==> config.mk <==
export PLATFORM = sky130hd
export DESIGN_NAME = ssfm_top
export DESIGN_NICKNAME = d
export VERILOG_FILES = /design/src/rtl/ssfm_top.v /design/src/rtl/ssfm_sync.v
export VERILOG_INCLUDE_DIRS = /design/src /design/src/rtl
export SDC_FILE = /design/constraint.sdc
export NUM_CORES = 1
export LEC_CHECK = 0
export ABC_CLOCK_PERIOD_IN_PS = 6200
export BUFFER_PORTS_ARGS = -buffer_cell sky130_fd_sc_hd__buf_4
export CORE_MARGIN = 3
export CORE_UTILIZATION = 55
export DETAILED_ROUTE_END_ITERATION = 10
export PLACE_DENSITY = 0.77
export SKIP_CTS_REPAIR_TIMING = 1
export SLEW_MARGIN = 10
export SYNTH_ARGS = -nofsm -noshare
export SYNTH_HDL_FRONTEND = slang
export SYNTH_SLANG_ARGS = --single-unit
export TNS_END_PERCENT = 50
==> constraint.sdc <==
create_clock -name sys_clk_i -period 6.2 [get_ports sys_clk_i]
set_clock_uncertainty 0.15 [all_clocks]
set_input_delay 1.24 -clock sys_clk_i [delete_from_list [all_inputs] [get_ports sys_clk_i]]
set_output_delay 1.24 -clock sys_clk_i [all_outputs]
set_load 0.02 [all_outputs]
==> src/rtl/ssfm_defines.vh <==
// Purpose: Constants of the safe-stop feedback monitor
// Assumes: 200 MHz system clock, 1 us timing tick
// Notes:   Offsets are APB byte addresses
//
// What this block does
// - Either channel released enters power cut
// - Lone released channel for 10 s: skew fault
// - Releases of 0.5 ms or less ignored
// - Clear or keep error per select
// - Select 1 keeps accumulating references during cut
// - Error over limit raises overrun fault
// - Next drive-on moves by retained error
// - Clear input in cut/idle clears error
// - Fault and code outputs undriven during cut
// - Feedback high only when both released
// - Feedback follows channels within 20 ms
// - Both released: cut display, motor off
// - Monitor shows each channel's state
`ifndef SSFM_DEFINES_VH
`define SSFM_DEFINES_VH

////////////////////////////////////////////////////////////////////////////////
`define SSFM_CLK_MHZ        200
`define SSFM_TICK_TIME_US   1
`define SSFM_TICK_CYC       (`SSFM_CLK_MHZ * `SSFM_TICK_TIME_US)
`define SSFM_FILT_TIME_US   500
`define SSFM_SKEW_TIME_S    10
`define SSFM_FB_MAX_TIME_MS 20

////////////////////////////////////////////////////////////////////////////////
`define SSFM_REG_CTRL      12'h000
`define SSFM_REG_OVF_LIMIT 12'h004
`define SSFM_REG_STATUS    12'h008
`define SSFM_REG_POS_ERR   12'h00C
`define SSFM_REG_IRQ_STAT  12'h010
`define SSFM_REG_IRQ_CLR   12'h014
`define SSFM_REG_IRQ_EN    12'h018
`define SSFM_REG_FAULT_CLR 12'h01C

`define SSFM_CTRL_SEL_BIT    0
`define SSFM_CTRL_RST        1'h0
`define SSFM_OVF_LIMIT_RST   32'h0001_0000
`define SSFM_IRQ_EN_RST      4'h0

// Interrupt and fault-clear bit positions
`define SSFM_EV_CUT      0
`define SSFM_EV_SKEW     1
`define SSFM_EV_OVR      2
`define SSFM_EV_FB       3

// Fault codes on the three code pins
`define SSFM_CODE_NONE   3'h0
`define SSFM_CODE_SKEW   3'h1
`define SSFM_CODE_OVR    3'h2

`endif

==> src/rtl/ssfm_top.v <==
// Purpose: Safe-stop power cut, feedback, fault gating, position error
// Assumes: Channel pins high when ON (closed), low when released
// Notes:   Timing counted on a 1 us tick enable
//
// The address map and the APB slave port are this design's own decisions.
`default_nettype none
`include "ssfm_defines.vh"

module ssfm_top #(
  parameter FILT_TICKS = `SSFM_FILT_TIME_US,
  parameter SKEW_TICKS = `SSFM_SKEW_TIME_S * 1000000,
  parameter ERR_W      = 32
) (
  // Clock and reset
  input  wire        sys_clk_i,
  input  wire        rst_n_i,
  // Safety channels and feedback
  input  wire        safe_stop_in_a_i,
  input  wire        safe_stop_in_b_i,
  output reg         stop_feedback_out_o,
  // Host controls
  input  wire        drive_on_req_i,
  input  wire        error_clear_in_i,
  input  wire        pos_ref_pulse_i,
  input  wire        pos_ref_dir_i,
  // Drive side
  output reg         motor_current_en_o,
  output reg         move_step_o,
  output reg         move_dir_o,
  output reg         cut_display_o,
  output reg  [1:0]  safe_input_monitor_o,
  // Fault pins
  output reg         fault_out_o,
  output reg         fault_code_out_1_o,
  output reg         fault_code_out_2_o,
  output reg         fault_code_out_3_o,
  output reg         fault_oe_o,
  // APB slave
  input  wire        psel,
  input  wire        penable,
  input  wire        pwrite,
  input  wire [11:0] paddr,
  input  wire [31:0] pwdata,
  output reg  [31:0] prdata,
  output reg         pready,
  output reg         pslverr,
  // Interrupt
  output reg         irq_o
);

////////////////////////////////////////////////////////////////////////////////
localparam ST_IDLE = 2'h0;
localparam ST_RUN  = 2'h1;
localparam ST_CUT  = 2'h2;

function [ERR_W-1:0] ssfm_mag;
  input [ERR_W-1:0] v;
  begin
    ssfm_mag = v[ERR_W-1] ? (~v + {{(ERR_W-1){1'b0}}, 1'b1}) : v;
  end
endfunction

function ssfm_mapped;
  input [11:0] a;
  begin
    case (a)
      `SSFM_REG_CTRL, `SSFM_REG_OVF_LIMIT, `SSFM_REG_STATUS, `SSFM_REG_POS_ERR,
      `SSFM_REG_IRQ_STAT, `SSFM_REG_IRQ_CLR, `SSFM_REG_IRQ_EN,
      `SSFM_REG_FAULT_CLR: ssfm_mapped = 1'b1;
      default: ssfm_mapped = 1'b0;
    endcase
  end
endfunction

////////////////////////////////////////////////////////////////////////////////
// Pin synchronisers
wire [5:0] pins_s;

ssfm_sync #(
  .W (6)
) u_sync (
  .sys_clk_i (sys_clk_i),
  .rst_n_i   (rst_n_i),
  .async_i   ({pos_ref_dir_i, pos_ref_pulse_i, error_clear_in_i, drive_on_req_i,
                safe_stop_in_b_i, safe_stop_in_a_i}),
  .sync_o    (pins_s)
);

wire ch_a_on   = pins_s[0];
wire ch_b_on   = pins_s[1];
wire drive_on  = pins_s[2];
wire clr_in    = pins_s[3];
wire ref_pulse = pins_s[4];
wire ref_dir   = pins_s[5];

////////////////////////////////////////////////////////////////////////////////
// 1 us tick
reg  [7:0] tick_cnt;
wire       tick = (tick_cnt == `SSFM_TICK_CYC - 1);

always @(posedge sys_clk_i or negedge rst_n_i) begin
  if (!rst_n_i) begin
    tick_cnt <= 8'h00;
  end else if (tick) begin
    tick_cnt <= 8'h00;
  end else begin
    tick_cnt <= tick_cnt + 8'h01;
  end
end

////////////////////////////////////////////////////////////////////////////////
// Release filter, short drops never reach the cut decision
reg [15:0] off_cnt_a;
reg [15:0] off_cnt_b;
reg        a_rel;
reg        b_rel;

always @(posedge sys_clk_i or negedge rst_n_i) begin
  if (!rst_n_i) begin
    off_cnt_a <= 16'h0000;
    off_cnt_b <= 16'h0000;
    a_rel     <= 1'b0;
    b_rel     <= 1'b0;
  end else begin
    if (ch_a_on) begin
      off_cnt_a <= 16'h0000;
      a_rel     <= 1'b0;
    end else if (tick && !a_rel) begin
      off_cnt_a <= off_cnt_a + 16'h0001;
      a_rel     <= (off_cnt_a >= FILT_TICKS[15:0]);
    end
    if (ch_b_on) begin
      off_cnt_b <= 16'h0000;
      b_rel     <= 1'b0;
    end else if (tick && !b_rel) begin
      off_cnt_b <= off_cnt_b + 16'h0001;
      b_rel     <= (off_cnt_b >= FILT_TICKS[15:0]);
    end
  end
end

wire cut_req  = a_rel | b_rel;
wire both_rel = a_rel & b_rel;

////////////////////////////////////////////////////////////////////////////////
// Channel skew watch
reg [23:0] skew_cnt;
reg        skew_hit;

always @(posedge sys_clk_i or negedge rst_n_i) begin
  if (!rst_n_i) begin
    skew_cnt <= 24'h00_0000;
    skew_hit <= 1'b0;
  end else begin
    skew_hit <= 1'b0;
    if (a_rel == b_rel) begin
      skew_cnt <= 24'h00_0000;
    end else if (tick && skew_cnt != SKEW_TICKS[23:0]) begin
      skew_cnt <= skew_cnt + 24'h00_0001;
      skew_hit <= (skew_cnt == SKEW_TICKS[23:0] - 24'h00_0001);
    end
  end
end

////////////////////////////////////////////////////////////////////////////////
// Drive state
reg [1:0] state;
reg [1:0] next_state;

always @* begin
  next_state = state;
  case (state)
    ST_IDLE: begin
      if (cut_req) begin
        next_state = ST_CUT;
      end else if (drive_on) begin
        next_state = ST_RUN;
      end
    end
    ST_RUN: begin
      if (cut_req) begin
        next_state = ST_CUT;
      end
    end
    ST_CUT: begin
      // Drive-on must drop before leaving the cut
      if (!cut_req && !drive_on) begin
        next_state = ST_IDLE;
      end
    end
    default: next_state = ST_IDLE;
  endcase
end

always @(posedge sys_clk_i or negedge rst_n_i) begin
  if (!rst_n_i) begin
    state <= ST_IDLE;
  end else begin
    state <= next_state;
  end
end

////////////////////////////////////////////////////////////////////////////////
// Registers
reg             err_sel;
reg [ERR_W-1:0] ovf_limit;
reg [3:0]       irq_stat;
reg [3:0]       irq_en;
reg             skew_flt;
reg             ovr_flt;
reg [ERR_W-1:0] pos_err;

wire wr_done = psel & penable & pready & pwrite;
wire wr_ctrl = wr_done & (paddr == `SSFM_REG_CTRL);
wire wr_lim  = wr_done & (paddr == `SSFM_REG_OVF_LIMIT);
wire wr_iclr = wr_done & (paddr == `SSFM_REG_IRQ_CLR);
wire wr_ien  = wr_done & (paddr == `SSFM_REG_IRQ_EN);
wire wr_fclr = wr_done & (paddr == `SSFM_REG_FAULT_CLR);

wire in_cut  = (state == ST_CUT);
wire ovr_now = ssfm_mag(pos_err) > ovf_limit;

////////////////////////////////////////////////////////////////////////////////
// Position error
reg ref_prev;
wire ref_edge = ref_pulse & ~ref_prev;
wire step_now = (state == ST_RUN) && tick && (pos_err != {ERR_W{1'b0}});
reg [ERR_W-1:0] next_pos_err;

always @* begin
  next_pos_err = pos_err;
  if (ref_edge) begin
    next_pos_err = ref_dir ? next_pos_err - {{(ERR_W-1){1'b0}}, 1'b1}
                           : next_pos_err + {{(ERR_W-1){1'b0}}, 1'b1};
  end
  if (step_now) begin
    next_pos_err = pos_err[ERR_W-1] ? next_pos_err + {{(ERR_W-1){1'b0}}, 1'b1}
                                    : next_pos_err - {{(ERR_W-1){1'b0}}, 1'b1};
  end
  if (in_cut && !err_sel) begin
    next_pos_err = {ERR_W{1'b0}};
  end
  if (clr_in && (in_cut || state == ST_IDLE)) begin
    next_pos_err = {ERR_W{1'b0}};
  end
end

always @(posedge sys_clk_i or negedge rst_n_i) begin
  if (!rst_n_i) begin
    pos_err     <= {ERR_W{1'b0}};
    ref_prev    <= 1'b0;
    move_step_o <= 1'b0;
    move_dir_o  <= 1'b0;
  end else begin
    pos_err     <= next_pos_err;
    ref_prev    <= ref_pulse;
    move_step_o <= step_now;
    if (step_now) begin
      move_dir_o <= ~pos_err[ERR_W-1];
    end
  end
end

////////////////////////////////////////////////////////////////////////////////
// Faults, sticky until software clears; a new hit beats the clear
always @(posedge sys_clk_i or negedge rst_n_i) begin
  if (!rst_n_i) begin
    skew_flt <= 1'b0;
    ovr_flt  <= 1'b0;
  end else begin
    skew_flt <= skew_hit | (skew_flt & ~(wr_fclr & pwdata[`SSFM_EV_SKEW]));
    ovr_flt  <= ovr_now | (ovr_flt & ~(wr_fclr & pwdata[`SSFM_EV_OVR]));
  end
end

////////////////////////////////////////////////////////////////////////////////
// Pin outputs
always @(posedge sys_clk_i or negedge rst_n_i) begin
  if (!rst_n_i) begin
    stop_feedback_out_o  <= 1'b0;
    motor_current_en_o   <= 1'b0;
    cut_display_o        <= 1'b0;
    safe_input_monitor_o <= 2'h0;
    fault_out_o          <= 1'b0;
    fault_code_out_1_o   <= 1'b0;
    fault_code_out_2_o   <= 1'b0;
    fault_code_out_3_o   <= 1'b0;
    fault_oe_o           <= 1'b0;
  end else begin
    stop_feedback_out_o  <= both_rel;
    motor_current_en_o   <= (next_state == ST_RUN);
    cut_display_o        <= both_rel;
    safe_input_monitor_o <= {ch_b_on, ch_a_on};
    fault_oe_o           <= ~cut_req & ~in_cut;
    if (cut_req || in_cut) begin
      fault_out_o        <= 1'b0;
      fault_code_out_1_o <= 1'b0;
      fault_code_out_2_o <= 1'b0;
      fault_code_out_3_o <= 1'b0;
    end else begin
      fault_out_o        <= skew_flt | ovr_flt;
      {fault_code_out_3_o, fault_code_out_2_o, fault_code_out_1_o} <=
        ovr_flt ? `SSFM_CODE_OVR : (skew_flt ? `SSFM_CODE_SKEW : `SSFM_CODE_NONE);
    end
  end
end

////////////////////////////////////////////////////////////////////////////////
// Interrupt status, set wins over clear
reg        fb_prev;
reg  [3:0] ev;

always @* begin
  ev = 4'h0;
  ev[`SSFM_EV_CUT]  = (next_state == ST_CUT) && !in_cut;
  ev[`SSFM_EV_SKEW] = skew_hit;
  ev[`SSFM_EV_OVR]  = ovr_now && !ovr_flt;
  ev[`SSFM_EV_FB]   = both_rel ^ fb_prev;
end

always @(posedge sys_clk_i or negedge rst_n_i) begin
  if (!rst_n_i) begin
    irq_stat <= 4'h0;
    irq_en   <= `SSFM_IRQ_EN_RST;
    fb_prev  <= 1'b0;
    irq_o    <= 1'b0;
  end else begin
    fb_prev  <= both_rel;
    irq_stat <= ev | (irq_stat & ~({4{wr_iclr}} & pwdata[3:0]));
    if (wr_ien) begin
      irq_en <= pwdata[3:0];
    end
    irq_o    <= |(irq_stat & irq_en);
  end
end

////////////////////////////////////////////////////////////////////////////////
// APB slave, one wait state; read data caught in the setup cycle
reg [31:0] rd_mux;

always @* begin
  rd_mux = 32'h0000_0000;
  case (paddr)
    `SSFM_REG_CTRL:      rd_mux[`SSFM_CTRL_SEL_BIT] = err_sel;
    `SSFM_REG_OVF_LIMIT: rd_mux = ovf_limit;
    `SSFM_REG_STATUS:    rd_mux = {22'h00_0000, ovr_flt, skew_flt, both_rel, cut_req,
                                   ch_b_on, ch_a_on, 2'h0, state};
    `SSFM_REG_POS_ERR:   rd_mux = pos_err;
    `SSFM_REG_IRQ_STAT:  rd_mux[3:0] = irq_stat;
    `SSFM_REG_IRQ_EN:    rd_mux[3:0] = irq_en;
    default:             rd_mux = 32'h0000_0000;
  endcase
end

always @(posedge sys_clk_i or negedge rst_n_i) begin
  if (!rst_n_i) begin
    prdata    <= 32'h0000_0000;
    pready    <= 1'b0;
    pslverr   <= 1'b0;
    err_sel   <= `SSFM_CTRL_RST;
    ovf_limit <= `SSFM_OVF_LIMIT_RST;
  end else begin
    pready  <= psel & penable & ~pready;
    pslverr <= psel & penable & ~pready & ~ssfm_mapped(paddr);
    if (psel && !penable) begin
      prdata <= rd_mux;
    end
    if (wr_ctrl) begin
      err_sel <= pwdata[`SSFM_CTRL_SEL_BIT];
    end
    if (wr_lim) begin
      ovf_limit <= pwdata;
    end
  end
end

endmodule
`default_nettype wire

==> src/rtl/ssfm_sync.v <==
// Purpose: Three-stage pin synchroniser with agreement check
// Assumes: Inputs asynchronous to sys_clk_i
// Notes:   Output changes once stages two and three agree
`default_nettype none

module ssfm_sync #(
  parameter W = 1
) (
  // Clock and reset
  input  wire         sys_clk_i,
  input  wire         rst_n_i,
  // Data
  input  wire [W-1:0] async_i,
  output reg  [W-1:0] sync_o
);

////////////////////////////////////////////////////////////////////////////////
reg [W-1:0] stage1;
reg [W-1:0] stage2;
reg [W-1:0] stage3;
integer     i;

always @(posedge sys_clk_i or negedge rst_n_i) begin
  if (!rst_n_i) begin
    stage1 <= {W{1'b0}};
    stage2 <= {W{1'b0}};
    stage3 <= {W{1'b0}};
    sync_o <= {W{1'b0}};
  end else begin
    stage1 <= async_i;
    stage2 <= stage1;
    stage3 <= stage2;
    for (i = 0; i < W; i = i + 1) begin
      if (stage2[i] == stage3[i]) begin
        sync_o[i] <= stage3[i];
      end
    end
  end
end

endmodule
`default_nettype wire

==> flow_metrics.py, run 1 <==
metrics = {
    "hold_path": {
        "min-delay-start": "u_sync.stage1[4]$_DFF_PN0_",
        "hp-class": "reg2reg",
        "min_path_cells": 0,
    },
    "global_route": {
        "grt_overflow_total": 0,
        "grt_pass1_wl_um": 59400,
        "grt_usage": 0.250,
        "grt_pass1_vias": 11800,
        "antenna_found_initial": 1,
        "grt_start_max_net_pins": 111,
    },
    "detailed_routing": {
        "drt_iter0_drc": 1017,
        "dr.pass1.iters": 5,
        "via_per_inst": 5.95,
        "routed_wl_um": 35400,
        "postRouteAntennaNets": 0,
        "vias": 12000,
        "drc_errors": 0,
        "wl_per_cell_um": 17.5,
    },
    "cells_and_area": {
        "diodes": 0,
        "nNetsFinal": 1827,
        "nFillCells": 2087,
        "seq_area_mm2": 0.00536,
        "drive_above_1_share": 0.129,
        "final_cell_area_mm2": 0.0163,
        "layoutNonFillerInstCount": 2017,
        "multi_input_area_mm2": 0.00850,
        "area_growth_pct": 13.0,
    },
    "die": {
        "die_w_um": 168,
        "fp-row-count": 58,
        "core_mm2": 0.0255,
        "num_io_pins": 102,
        "initial_utilization": 0.565,
        "die-area_mm2": 0.0281,
        "die_y_um": 168,
    },
    "sta": {
        "drv_slew": 0,
        "rsz0062_at_grt": "false",
        "max_clock_freq_mhz": 184,
        "hold_viol": 0,
        "setup_viol": 0,
        "period_needed_ns": 5.43,
        "fin_tns_setup_ns": 0,
        "relSlewSlack": 0.233,
        "hold_slack_ns": 0.197,
        "tightest_slew_ns": 1.15,
        "fin_crit_sh": 0.875,
    },
    "cts": {
        "cts_buffers": 25,
        "cts.path.max_buffers": 3,
        "clock_sink_count": 214,
        "cts-root-buf": "clkbuf_16",
        "tritoncts": "yes",
        "path_clk_slew_ns": 0.06,
        "htree_levels": 1,
        "worstSkewPairLatency_ns": 0.55,
    },
    "synth": {
        "syn_nets": 1751,
        "synth_top_area_frac": 0.370,
        "synth_area_leaders": "dfrtp_1, ha_1, xnor2_1",
        "synthCells": 1592,
        "yosys-top-cells-count": "dfrtp_1, nand2_1, nor2_1, ha_1, o21ai_0",
        "ys.flop_type": "dfrtp_1",
        "synth-seq-cells": 214,
        "yosysWarnings": 0,
        "syn_area_mm2": 0.0144,
        "async_reset_ff_frac": 1.00,
        "yosys.area.top_type": "dfrtp_1",
        "yosysMostFrequentCell": "dfrtp_1",
        "synth-edff-count": 0,
        "synth.distinct_cells": 83,
        "synth-seq-area-share": 0.372,
        "avgSynthCellArea_um2": 9.04,
    },
    "critical_path": {
        "reg2reg_from": "u_sync.sync_o[5]$_DFFE_PN0N_",
        "worstSetupEndpointType": "register",
        "cp-start-kind": "register",
        "worstRegToRegCells": 21,
        "cp_max_fo": 19,
        "cp_slowest_cell": "dfrtp_1",
        "worst-setup-path-type": "reg2reg",
        "worstSetupStartpoint": "u_sync.sync_o[5]$_DFFE_PN0N_",
        "crit_required_ns": 6.50,
        "arrival_ns": 5.73,
        "cpPeakStageDelay_ns": 0.79,
        "path_cells": "inv_1, fa_1, nor2b_1, o211a_1, o21a_1, o31a_1, a21oi_1, o221a_2, xnor2_1, nand2_1, nand2_1, ha_1, and4_1, o2bb2ai_1, a221o_1, nor3_1, o211ai_1, a41o_1, nor3_1, mux2i_1, a31oi_1",
    },
    "power": {
        "internal_power_uw": 3990,
        "p_comb_frac": 0.523,
        "p_per_area_mw_per_mm2": 427,
        "total_power_uw": 6940,
        "seqPwrFrac": 0.256,
        "p_leak_uw": 0.00743,
        "switching_power_uw": 2950,
        "netSwitchingFraction": 0.425,
        "pwr-share-clk": 0.222,
        "peakVddDrop_mv": 0.224,
    },
    "place": {
        "io_buffers": 100,
        "placedCellCount": 1971,
        "hpwl_um": 25600,
        "gp_congestion": 0.921,
        "placed_area_mm2": 0.0154,
    },
    "status": {
        "status": "complete, no violations",
    },
    "flow_run": {
        "maxCapViolations": 0,
    },
}
registers in the layout, indices dropped and copies added (netlist names), 2 cells and up:
signal                flops
irq_en                    4
ovf_limit                32
prdata                   32
pos_err                  32
safe_input_monitor_o      2
off_cnt_a                16
off_cnt_b                16
state                     2
u_sync.stage3             6
tick_cnt                  8
u_sync.stage2             6
irq_stat                  4
skew_cnt                 24
u_sync.sync_o             6
u_sync.stage1             6
worst max-delay path, delay by kind of cell, from the launching register on:
| kind | cells | cell delay, ns |
|---|---|---|
| buf+inv | 1 | 0.15 |
| compound gates | 10 | 2.16 |
| fa+ha+maj | 2 | 0.85 |
| simple gates | 6 | 0.99 |
| mux | 1 | 0.12 |
| flops | 1 | 0.79 |
| xor+xnor | 1 | 0.14 |
cells by family (layout without fill, tap and decap cells):
logic type      Yosys count  after routing  share of synthesized area
compound gates          403            403                      0.182
flops                   214            214                      0.372
fa+ha+maj               110            110                     0.0956
buf+inv                 137            232                     0.0377
xor+xnor                121            121                     0.0736
mux                      76             76                     0.0562
simple gates            530            530                      0.182
other cells               1              1                   0.000261
final timing paths:
kind	slack, ns	endpoint
max	0.77	pos_err[31]$_DFF_PN0_
min	0.20	u_sync.stage2[4]$_DFF_PN0_
max reg2reg	0.77	pos_err[31]$_DFF_PN0_
min reg2reg	0.20	u_sync.stage2[4]$_DFF_PN0_
max in group asynchronous	4.23	off_cnt_b[7]$_DFFE_PN0P_
min in group asynchronous	0.59	prdata[27]$_DFFE_PN0P_
through the flow:
stage / worst slack, ns / utilization
2_1_floorplan: 1.09 / -
3_3_place_gp: 0.999 / 0.605
3_5_place_dp: 0.869 / 0.605
4_1_cts: 0.834 / 0.639
5_1_grt: 0.392 / 0.639
6_report: 0.774 / 0.639
power by group through the flow:
stage               Combinational [µW]  Sequential (µW)  Clock [µW]
finish                            3630             1770        1540
global route                      4060             1790        1620
CTS                               3570             1760        1570
detailed placement                3540             1790           0
global placement                  3470             1790           0
floorplan                         2850             1670           0
metal layers:
metal / track usage / vias up / part of all wire
li1: - / 5886 / -
met1: 0.357 / 5728 / 0.47
met2: 0.402 / 338 / 0.45
met3: 0.0352 / 56 / 0.057
met4: 0.0690 / 0 / 0.023
met5: 0 / - / 0
final cells by class:
cell class                      instances  area share
Multi-Input combinational cell       1241       0.523
Sequential cell                       214       0.329
Timing Repair Buffer                  110      0.0520
Clock buffer                           33      0.0428
Tap cell                              330      0.0254
Inverter                               76      0.0175
Clock inverter                         13      0.0105
cell usage in the layout (no fill, tap or decap), drive strengths merged, types with 8 or more instances in the layout:
| master | n |
|---|---|
| dfrtp | 213 |
| nand2 | 167 |
| nor2 | 113 |
| buf | 110 |
| o21ai | 103 |
| ha | 102 |
| a21oi | 97 |
| xnor2 | 83 |
| inv | 78 |
| nand3 | 52 |
| a21o | 43 |
| o31ai | 40 |
| nor3 | 40 |
| mux2i | 38 |
| xor2 | 38 |
| mux2 | 38 |
| clkbuf | 33 |
| nand4 | 29 |
| and2 | 28 |
| or3 | 19 |
| nand2b | 16 |
| o21a | 15 |
| and3 | 15 |
| nor4 | 14 |
| a31oi | 11 |
| o211ai | 10 |
| o21bai | 10 |
| nor2b | 9 |
| or2 | 9 |
| a22o | 8 |
| clkinv | 8 |
(Power assumes the default switching activity.)
==> inputs of run 2 (changes only) <==
- ABC_AREA: not set -> 1
- PLACE_DENSITY: 0.77 -> 0.76
==> flow_metrics.py, run 2 <==
metrics = {
    "global_route": {
        "grt_overflow_total": 0,
        "grt_start_max_net_pins": 131,
        "grt_usage": 0.303,
        "antenna_found_initial": 0,
        "grt_pass1_wl_um": 74800,
        "grt_pass1_vias": 14400,
    },
    "synth": {
        "async_reset_ff_frac": 1.00,
        "yosys-top-cells-count": "nand2_1, nor2_1, inv_1, dfrtp_1, a21oi_1",
        "synth_top_area_frac": 0.348,
        "synth-seq-area-share": 0.349,
        "yosys.area.top_type": "dfrtp_1",
        "synth-edff-count": 0,
        "synth_compound_area_frac": 0.146,
        "synth-seq-cells": 214,
        "yosysMostFrequentCell": "nand2_1",
        "synthAdderAreaFrac": 0.0898,
        "syn_area_mm2": 0.0153,
        "synth_top_family_by_area": "simple AND/OR/NAND/NOR gates",
        "synthCells": 2177,
        "ys.flop_type": "dfrtp_1",
        "syn_nets": 2336,
        "yosys.area_share.xor_xnor": 0.0491,
        "yosysWarnings": 0,
        "synthMuxAreaShare": 0,
        "synth_area_leaders": "dfrtp_1, nand2_1, ha_1",
        "synth.distinct_cells": 52,
        "yosys.area_share.simple": 0.287,
        "avgSynthCellArea_um2": 7.04,
    },
    "place": {
        "io_buffers": 100,
        "hpwl_um": 35000,
        "gp_congestion": 0.993,
        "placedCellCount": 2614,
        "placed_area_mm2": 0.0164,
    },
    "die": {
        "fp-row-count": 60,
        "core_mm2": 0.0272,
        "die_y_um": 173,
        "die_w_um": 173,
        "num_io_pins": 102,
        "initial_utilization": 0.564,
        "die-area_mm2": 0.0299,
    },
    "power": {
        "total_power_uw": 7570,
        "peakVddDrop_mv": 0.278,
        "p_leak_uw": 0.00869,
        "p_per_area_mw_per_mm2": 436,
    },
    "critical_path": {
        "arrival_ns": 5.33,
        "crit_required_ns": 6.43,
        "worst-setup-path-type": "reg2reg",
        "cp-start-kind": "register",
        "cp_max_fo": 33,
        "worstSetupEndpointType": "register",
    },
    "sta": {
        "setup_viol": 0,
        "tightest_slew_ns": 1.26,
        "drv_slew": 0,
        "max_clock_freq_mhz": 196,
        "period_needed_ns": 5.10,
        "fin_tns_setup_ns": 0,
        "hold_viol": 0,
        "relSlewSlack": 0.162,
        "rsz0062_at_grt": "false",
        "fin_crit_sh": 0.823,
    },
    "detailed_routing": {
        "drt_iter0_drc": 1225,
        "vias": 15000,
        "via_per_inst": 5.63,
        "wl_per_cell_um": 17.3,
        "postRouteAntennaNets": 0,
        "drc_errors": 0,
        "routed_wl_um": 46000,
        "dr.pass1.iters": 5,
    },
    "cells_and_area": {
        "largestRegisters": "ovf_limit (32), pos_err (32), prdata (32)",
        "multi_input_area_mm2": 0.00878,
        "final_cell_area_mm2": 0.0174,
        "final_common_cell": "nand2_1",
        "seq_area_mm2": 0.00536,
        "area_growth_pct": 13.4,
        "layoutNonFillerInstCount": 2662,
        "nFillCells": 2522,
        "diodes": 0,
        "final_core_util": 0.640,
        "drive_above_1_share": 0.0821,
        "nNetsFinal": 2429,
        "final_cell_mix": "nand2_1, nor2_1, inv_1",
    },
    "cts": {
        "path_clk_slew_ns": 0.06,
        "htree_levels": 1,
        "clock_sink_count": 214,
        "cts_buffers": 26,
        "cts.path.max_buffers": 3,
        "worstSkewPairLatency_ns": 0.54,
        "tritoncts": "yes",
        "cts-root-buf": "clkbuf_16",
    },
    "status": {
        "status": "complete, no violations",
    },
    "hold_path": {
        "hp-class": "reg2reg",
    },
    "flow_run": {
        "maxCapViolations": 0,
    },
}
[run 2: cell count changes after synthesis, sizes merged, moves of 38 or more]
cell	change
xnor2	-57
inv	+193
a21oi	+89
mux2	-38
nor2	+159
mux2i	-38
nand2	+384
nand3	+45
[run 2: stage by stage]
step / worst slack, ns / hold slack (ns)
after floorplan: 2.25 / 0.181
after global placement: 1.21 / 0.185
after detailed placement: 1.23 / 0.186
after CTS: 1.20 / 0.200
after global routing: 0.622 / 0.202
final: 1.10 / 0.199
[run 2: kinds of logic after synthesis]
group / Yosys count
simple gates: 1044
compound gates: 408
buf+inv: 314
flops: 214
fa+ha+maj: 110
xor+xnor: 86
other cells: 1
[run 2: worst max-delay path: stages, from the launching register on]
cell,delay [ns]
dfrtp_1,1.16
inv_1,0.17
fa_1,0.51
inv_1,0.13
nand3_1,0.08
nand2_1,0.12
nand2_1,0.07
nand2_1,0.15
nand2_1,0.08
nand2_1,0.13
nand2_1,0.09
nand3b_1,0.09
nand2_1,0.06
a21oi_1,0.41
ha_1,0.40
a21oi_1,0.20
o21ai_0,0.17
nand2_1,0.10
nand3_1,0.09
nor2_1,0.16
nand2_1,0.07
nand2_1,0.07
nand2_1,0.05
nor2_1,0.08
nand2_1,0.06
nand2_1,0.05
nor2_1,0.04
[run 2: metal layers]
layer	track usage	share of wire	vias up
li1	-	-	7363
met1	0.423	0.44	7089
met5	0	0	-
met4	0.104	0.040	0
met3	0.0301	0.056	95
met2	0.495	0.46	448
[run 2: cell type report]
cell class | instances | share of cell area
multi-input combinational | 1649 | 0.505
tap | 372 | 0.0268
clock buffer | 32 | 0.0410
clock inverter | 16 | 0.0130
timing repair buffer | 107 | 0.0473
inverter | 272 | 0.0587
sequential | 214 | 0.308
[run 2: worst paths after layout]
path / startpoint / end / slack (ns) / depth (start not counted)
min in group asynchronous: rst_n_i / prdata[29]$_DFFE_PN0P_ / 0.56 / 1
worst max register to register: u_sync.sync_o[5]$_DFFE_PN0N_ / pos_err[31]$_DFF_PN0_ / 1.10 / 26
max in group asynchronous: rst_n_i / off_cnt_b[7]$_DFFE_PN0P_ / 4.23 / 2
worst min-delay path: u_sync.stage1[3]$_DFF_PN0_ / u_sync.stage2[3]$_DFF_PN0_ / 0.20 / 0
worst max-delay path: u_sync.sync_o[5]$_DFFE_PN0N_ / pos_err[31]$_DFF_PN0_ / 1.10 / 26
worst min register to register: u_sync.stage1[3]$_DFF_PN0_ / u_sync.stage2[3]$_DFF_PN0_ / 0.20 / 0
[run 2: power by group]
part	switching, µW	leakage, µW	total (µW)	internal (µW)
registers	285	0.00264	1800	1510
clock network	629	0.000459	1620	994
logic	2730	0.00559	4150	1420
total	3650	0.00869	7570	3930
==> inputs of run 3 (changes only) <==
- ABC_CLOCK_PERIOD_IN_PS: 6200 -> 4500
- PLACE_DENSITY: 0.76 -> 0.79
- clock period: 6.2 -> 4.5 ns (I/O delays scaled with it)
==> flow_metrics.py, run 3 (synthesis results as in run 2) <==
metrics = {
    "power": {
        "peakVddDrop_mv": 0.362,
        "total_power_uw": 10700,
        "p_leak_uw": 0.00877,
        "p_per_area_mw_per_mm2": 606,
    },
    "sta": {
        "fin_crit_sh": 0.943,
        "fin_tns_setup_ns": 0,
        "drv_slew": 0,
        "max_clock_freq_mhz": 236,
        "tightest_slew_ns": 1.15,
        "hold_viol": 0,
        "rsz0062_at_grt": "true",
        "period_needed_ns": 4.24,
        "setup_slack_ns": 0.256,
        "relSlewSlack": 0.235,
        "setup_viol": 0,
    },
    "cts": {
        "path_clk_slew_ns": 0.06,
        "cts.path.max_buffers": 3,
        "htree_levels": 1,
        "cts_buffers": 25,
        "cts-root-buf": "clkbuf_16",
        "tritoncts": "yes",
        "worstSkewPairLatency_ns": 0.53,
        "clock_sink_count": 214,
    },
    "global_route": {
        "grt_overflow_total": 0,
        "grt_pass1_wl_um": 72000,
        "grt_start_max_net_pins": 116,
        "antenna_found_initial": 0,
        "grt_usage": 0.289,
        "grt_pass1_vias": 14100,
    },
    "critical_path": {
        "worst-setup-path-type": "reg2reg",
        "crit_required_ns": 4.73,
        "worstSetupEndpointType": "register",
        "reg2reg_from": "u_sync.sync_o[5]$_DFFE_PN0N_",
        "cp_max_fo": 29,
        "arrival_ns": 4.47,
        "worstRegToRegCells": 23,
        "cp-start-kind": "register",
        "regToRegEndpoint": "pos_err[17]$_DFF_PN0_",
        "r2r_slack_ns": 0.26,
    },
    "cells_and_area": {
        "largestRegisters": "ovf_limit (32), pos_err (32), prdata (32)",
        "final_core_util": 0.647,
        "final_cell_mix": "nand2_1, inv_1, nor2_1",
        "diodes": 0,
        "drive_above_1_share": 0.0961,
        "nFillCells": 2445,
        "area_growth_pct": 14.7,
        "nNetsFinal": 2440,
        "final_common_cell": "nand2_1",
    },
    "place": {
        "hpwl_um": 34600,
        "io_buffers": 100,
        "gp_congestion": 1.00,
        "place_ws_ns": 0.0165,
    },
    "die": {
        "fp-row-count": 60,
        "num_io_pins": 102,
        "die-area_mm2": 0.0299,
        "die_y_um": 173,
        "core_mm2": 0.0272,
        "initial_utilization": 0.564,
        "die_w_um": 173,
    },
    "detailed_routing": {
        "drc_errors": 0,
        "routed_wl_um": 44500,
        "postRouteAntennaNets": 0,
        "drt_iter0_drc": 1257,
        "vias": 15000,
        "wl_per_cell_um": 16.7,
        "dr.pass1.iters": 5,
        "via_per_inst": 5.60,
    },
    "hold_path": {
        "min_to": "u_sync.stage2[2]$_DFF_PN0_",
        "hp-class": "reg2reg",
        "min-delay-start": "u_sync.stage1[2]$_DFF_PN0_",
        "min_path_cells": 0,
    },
    "flow_run": {
        "maxCapViolations": 0,
    },
    "status": {
        "status": "complete, no violations",
    },
}
## run 3: cell count changes in the layout (fill, tap and decap cells not counted), moves of 4 or more
cell	delta
a21oi_1	-5
a21oi_2	+5
buf_4	+11
bufinv_16	+4
nor2_1	-9
nor2_2	+9
## run 3: power breakdown
part	total (µW)	switching (µW)	internal, µW	leakage (µW)
clock network	2370	857	1520	0.000469
registers	2400	311	2080	0.00264
logic	5900	3860	2040	0.00566
total	10700	5030	5640	0.00877
## run 3: critical path: stages, from the launching register on
cell and delay (ns):
dfrtp_1 0.46, buf_12 0.20, ha_1 0.37, nand2_1 0.16, inv_1 0.07, a21oi_2 0.25
nand2_2 0.14, nand2_1 0.08, nand2_1 0.14, xnor2_1 0.18, nand2_1 0.06, o21ai_0 0.14
inv_1 0.09, ha_2 0.39, nand2_1 0.10, inv_1 0.06, nand2_1 0.07, nor2_1 0.27
nand4_1 0.20, nand3_1 0.14, xnor2_1 0.14, nand3_1 0.09, nand2_1 0.07, a21oi_1 0.05
## run 3: metrics by stage
stage,cell area (µm²),cells,hold slack (ns)
floorplan,15300,2177,0.181
global placement,16500,2626,0.182
detailed placement,16500,2626,0.187
CTS,17500,2672,0.199
global route,17600,2672,0.212
finish,17600,2672,0.197
## run 3: layer usage
| layer | track usage | vias to the layer above | routed length, µm |
|---|---|---|---|
| li1 | - | 7399 | - |
| met1 | 0.395 | 6988 | 19300 |
| met2 | 0.476 | 487 | 20500 |
| met3 | 0.0378 | 84 | 2930 |
| met4 | 0.103 | 0 | 1800 |
| met5 | 0 | - | 0 |
## run 3: cell type report
class,count,area [µm²],area share
inverter,272,1020,0.0580
timing repair buffer,119,926,0.0526
sequential,214,5360,0.305
tap,372,465,0.0265
multi-input combinational,1649,8850,0.503
clock inverter,19,318,0.0181
clock buffer,27,653,0.0371
## run 3: worst max path at each step
stage | startpoint | endpoint | slack, ns | cells after the start
floorplan | u_sync.sync_o[5]$_DFFE_PN0N_ | pos_err[30]$_DFF_PN0_ | 0.55 | 25
global placement | u_sync.sync_o[5]$_DFFE_PN0N_ | pos_err[30]$_DFF_PN0_ | 0.0008 | 24
detailed placement | u_sync.sync_o[5]$_DFFE_PN0N_ | pos_err[30]$_DFF_PN0_ | 0.02 | 24
CTS | u_sync.sync_o[5]$_DFFE_PN0N_ | pos_err[30]$_DFF_PN0_ | -0.01 | 24
global route | u_sync.sync_o[5]$_DFFE_PN0N_ | pos_err[24]$_DFF_PN0_ | -0.03 | 22
finish | u_sync.sync_o[5]$_DFFE_PN0N_ | pos_err[17]$_DFF_PN0_ | 0.26 | 23
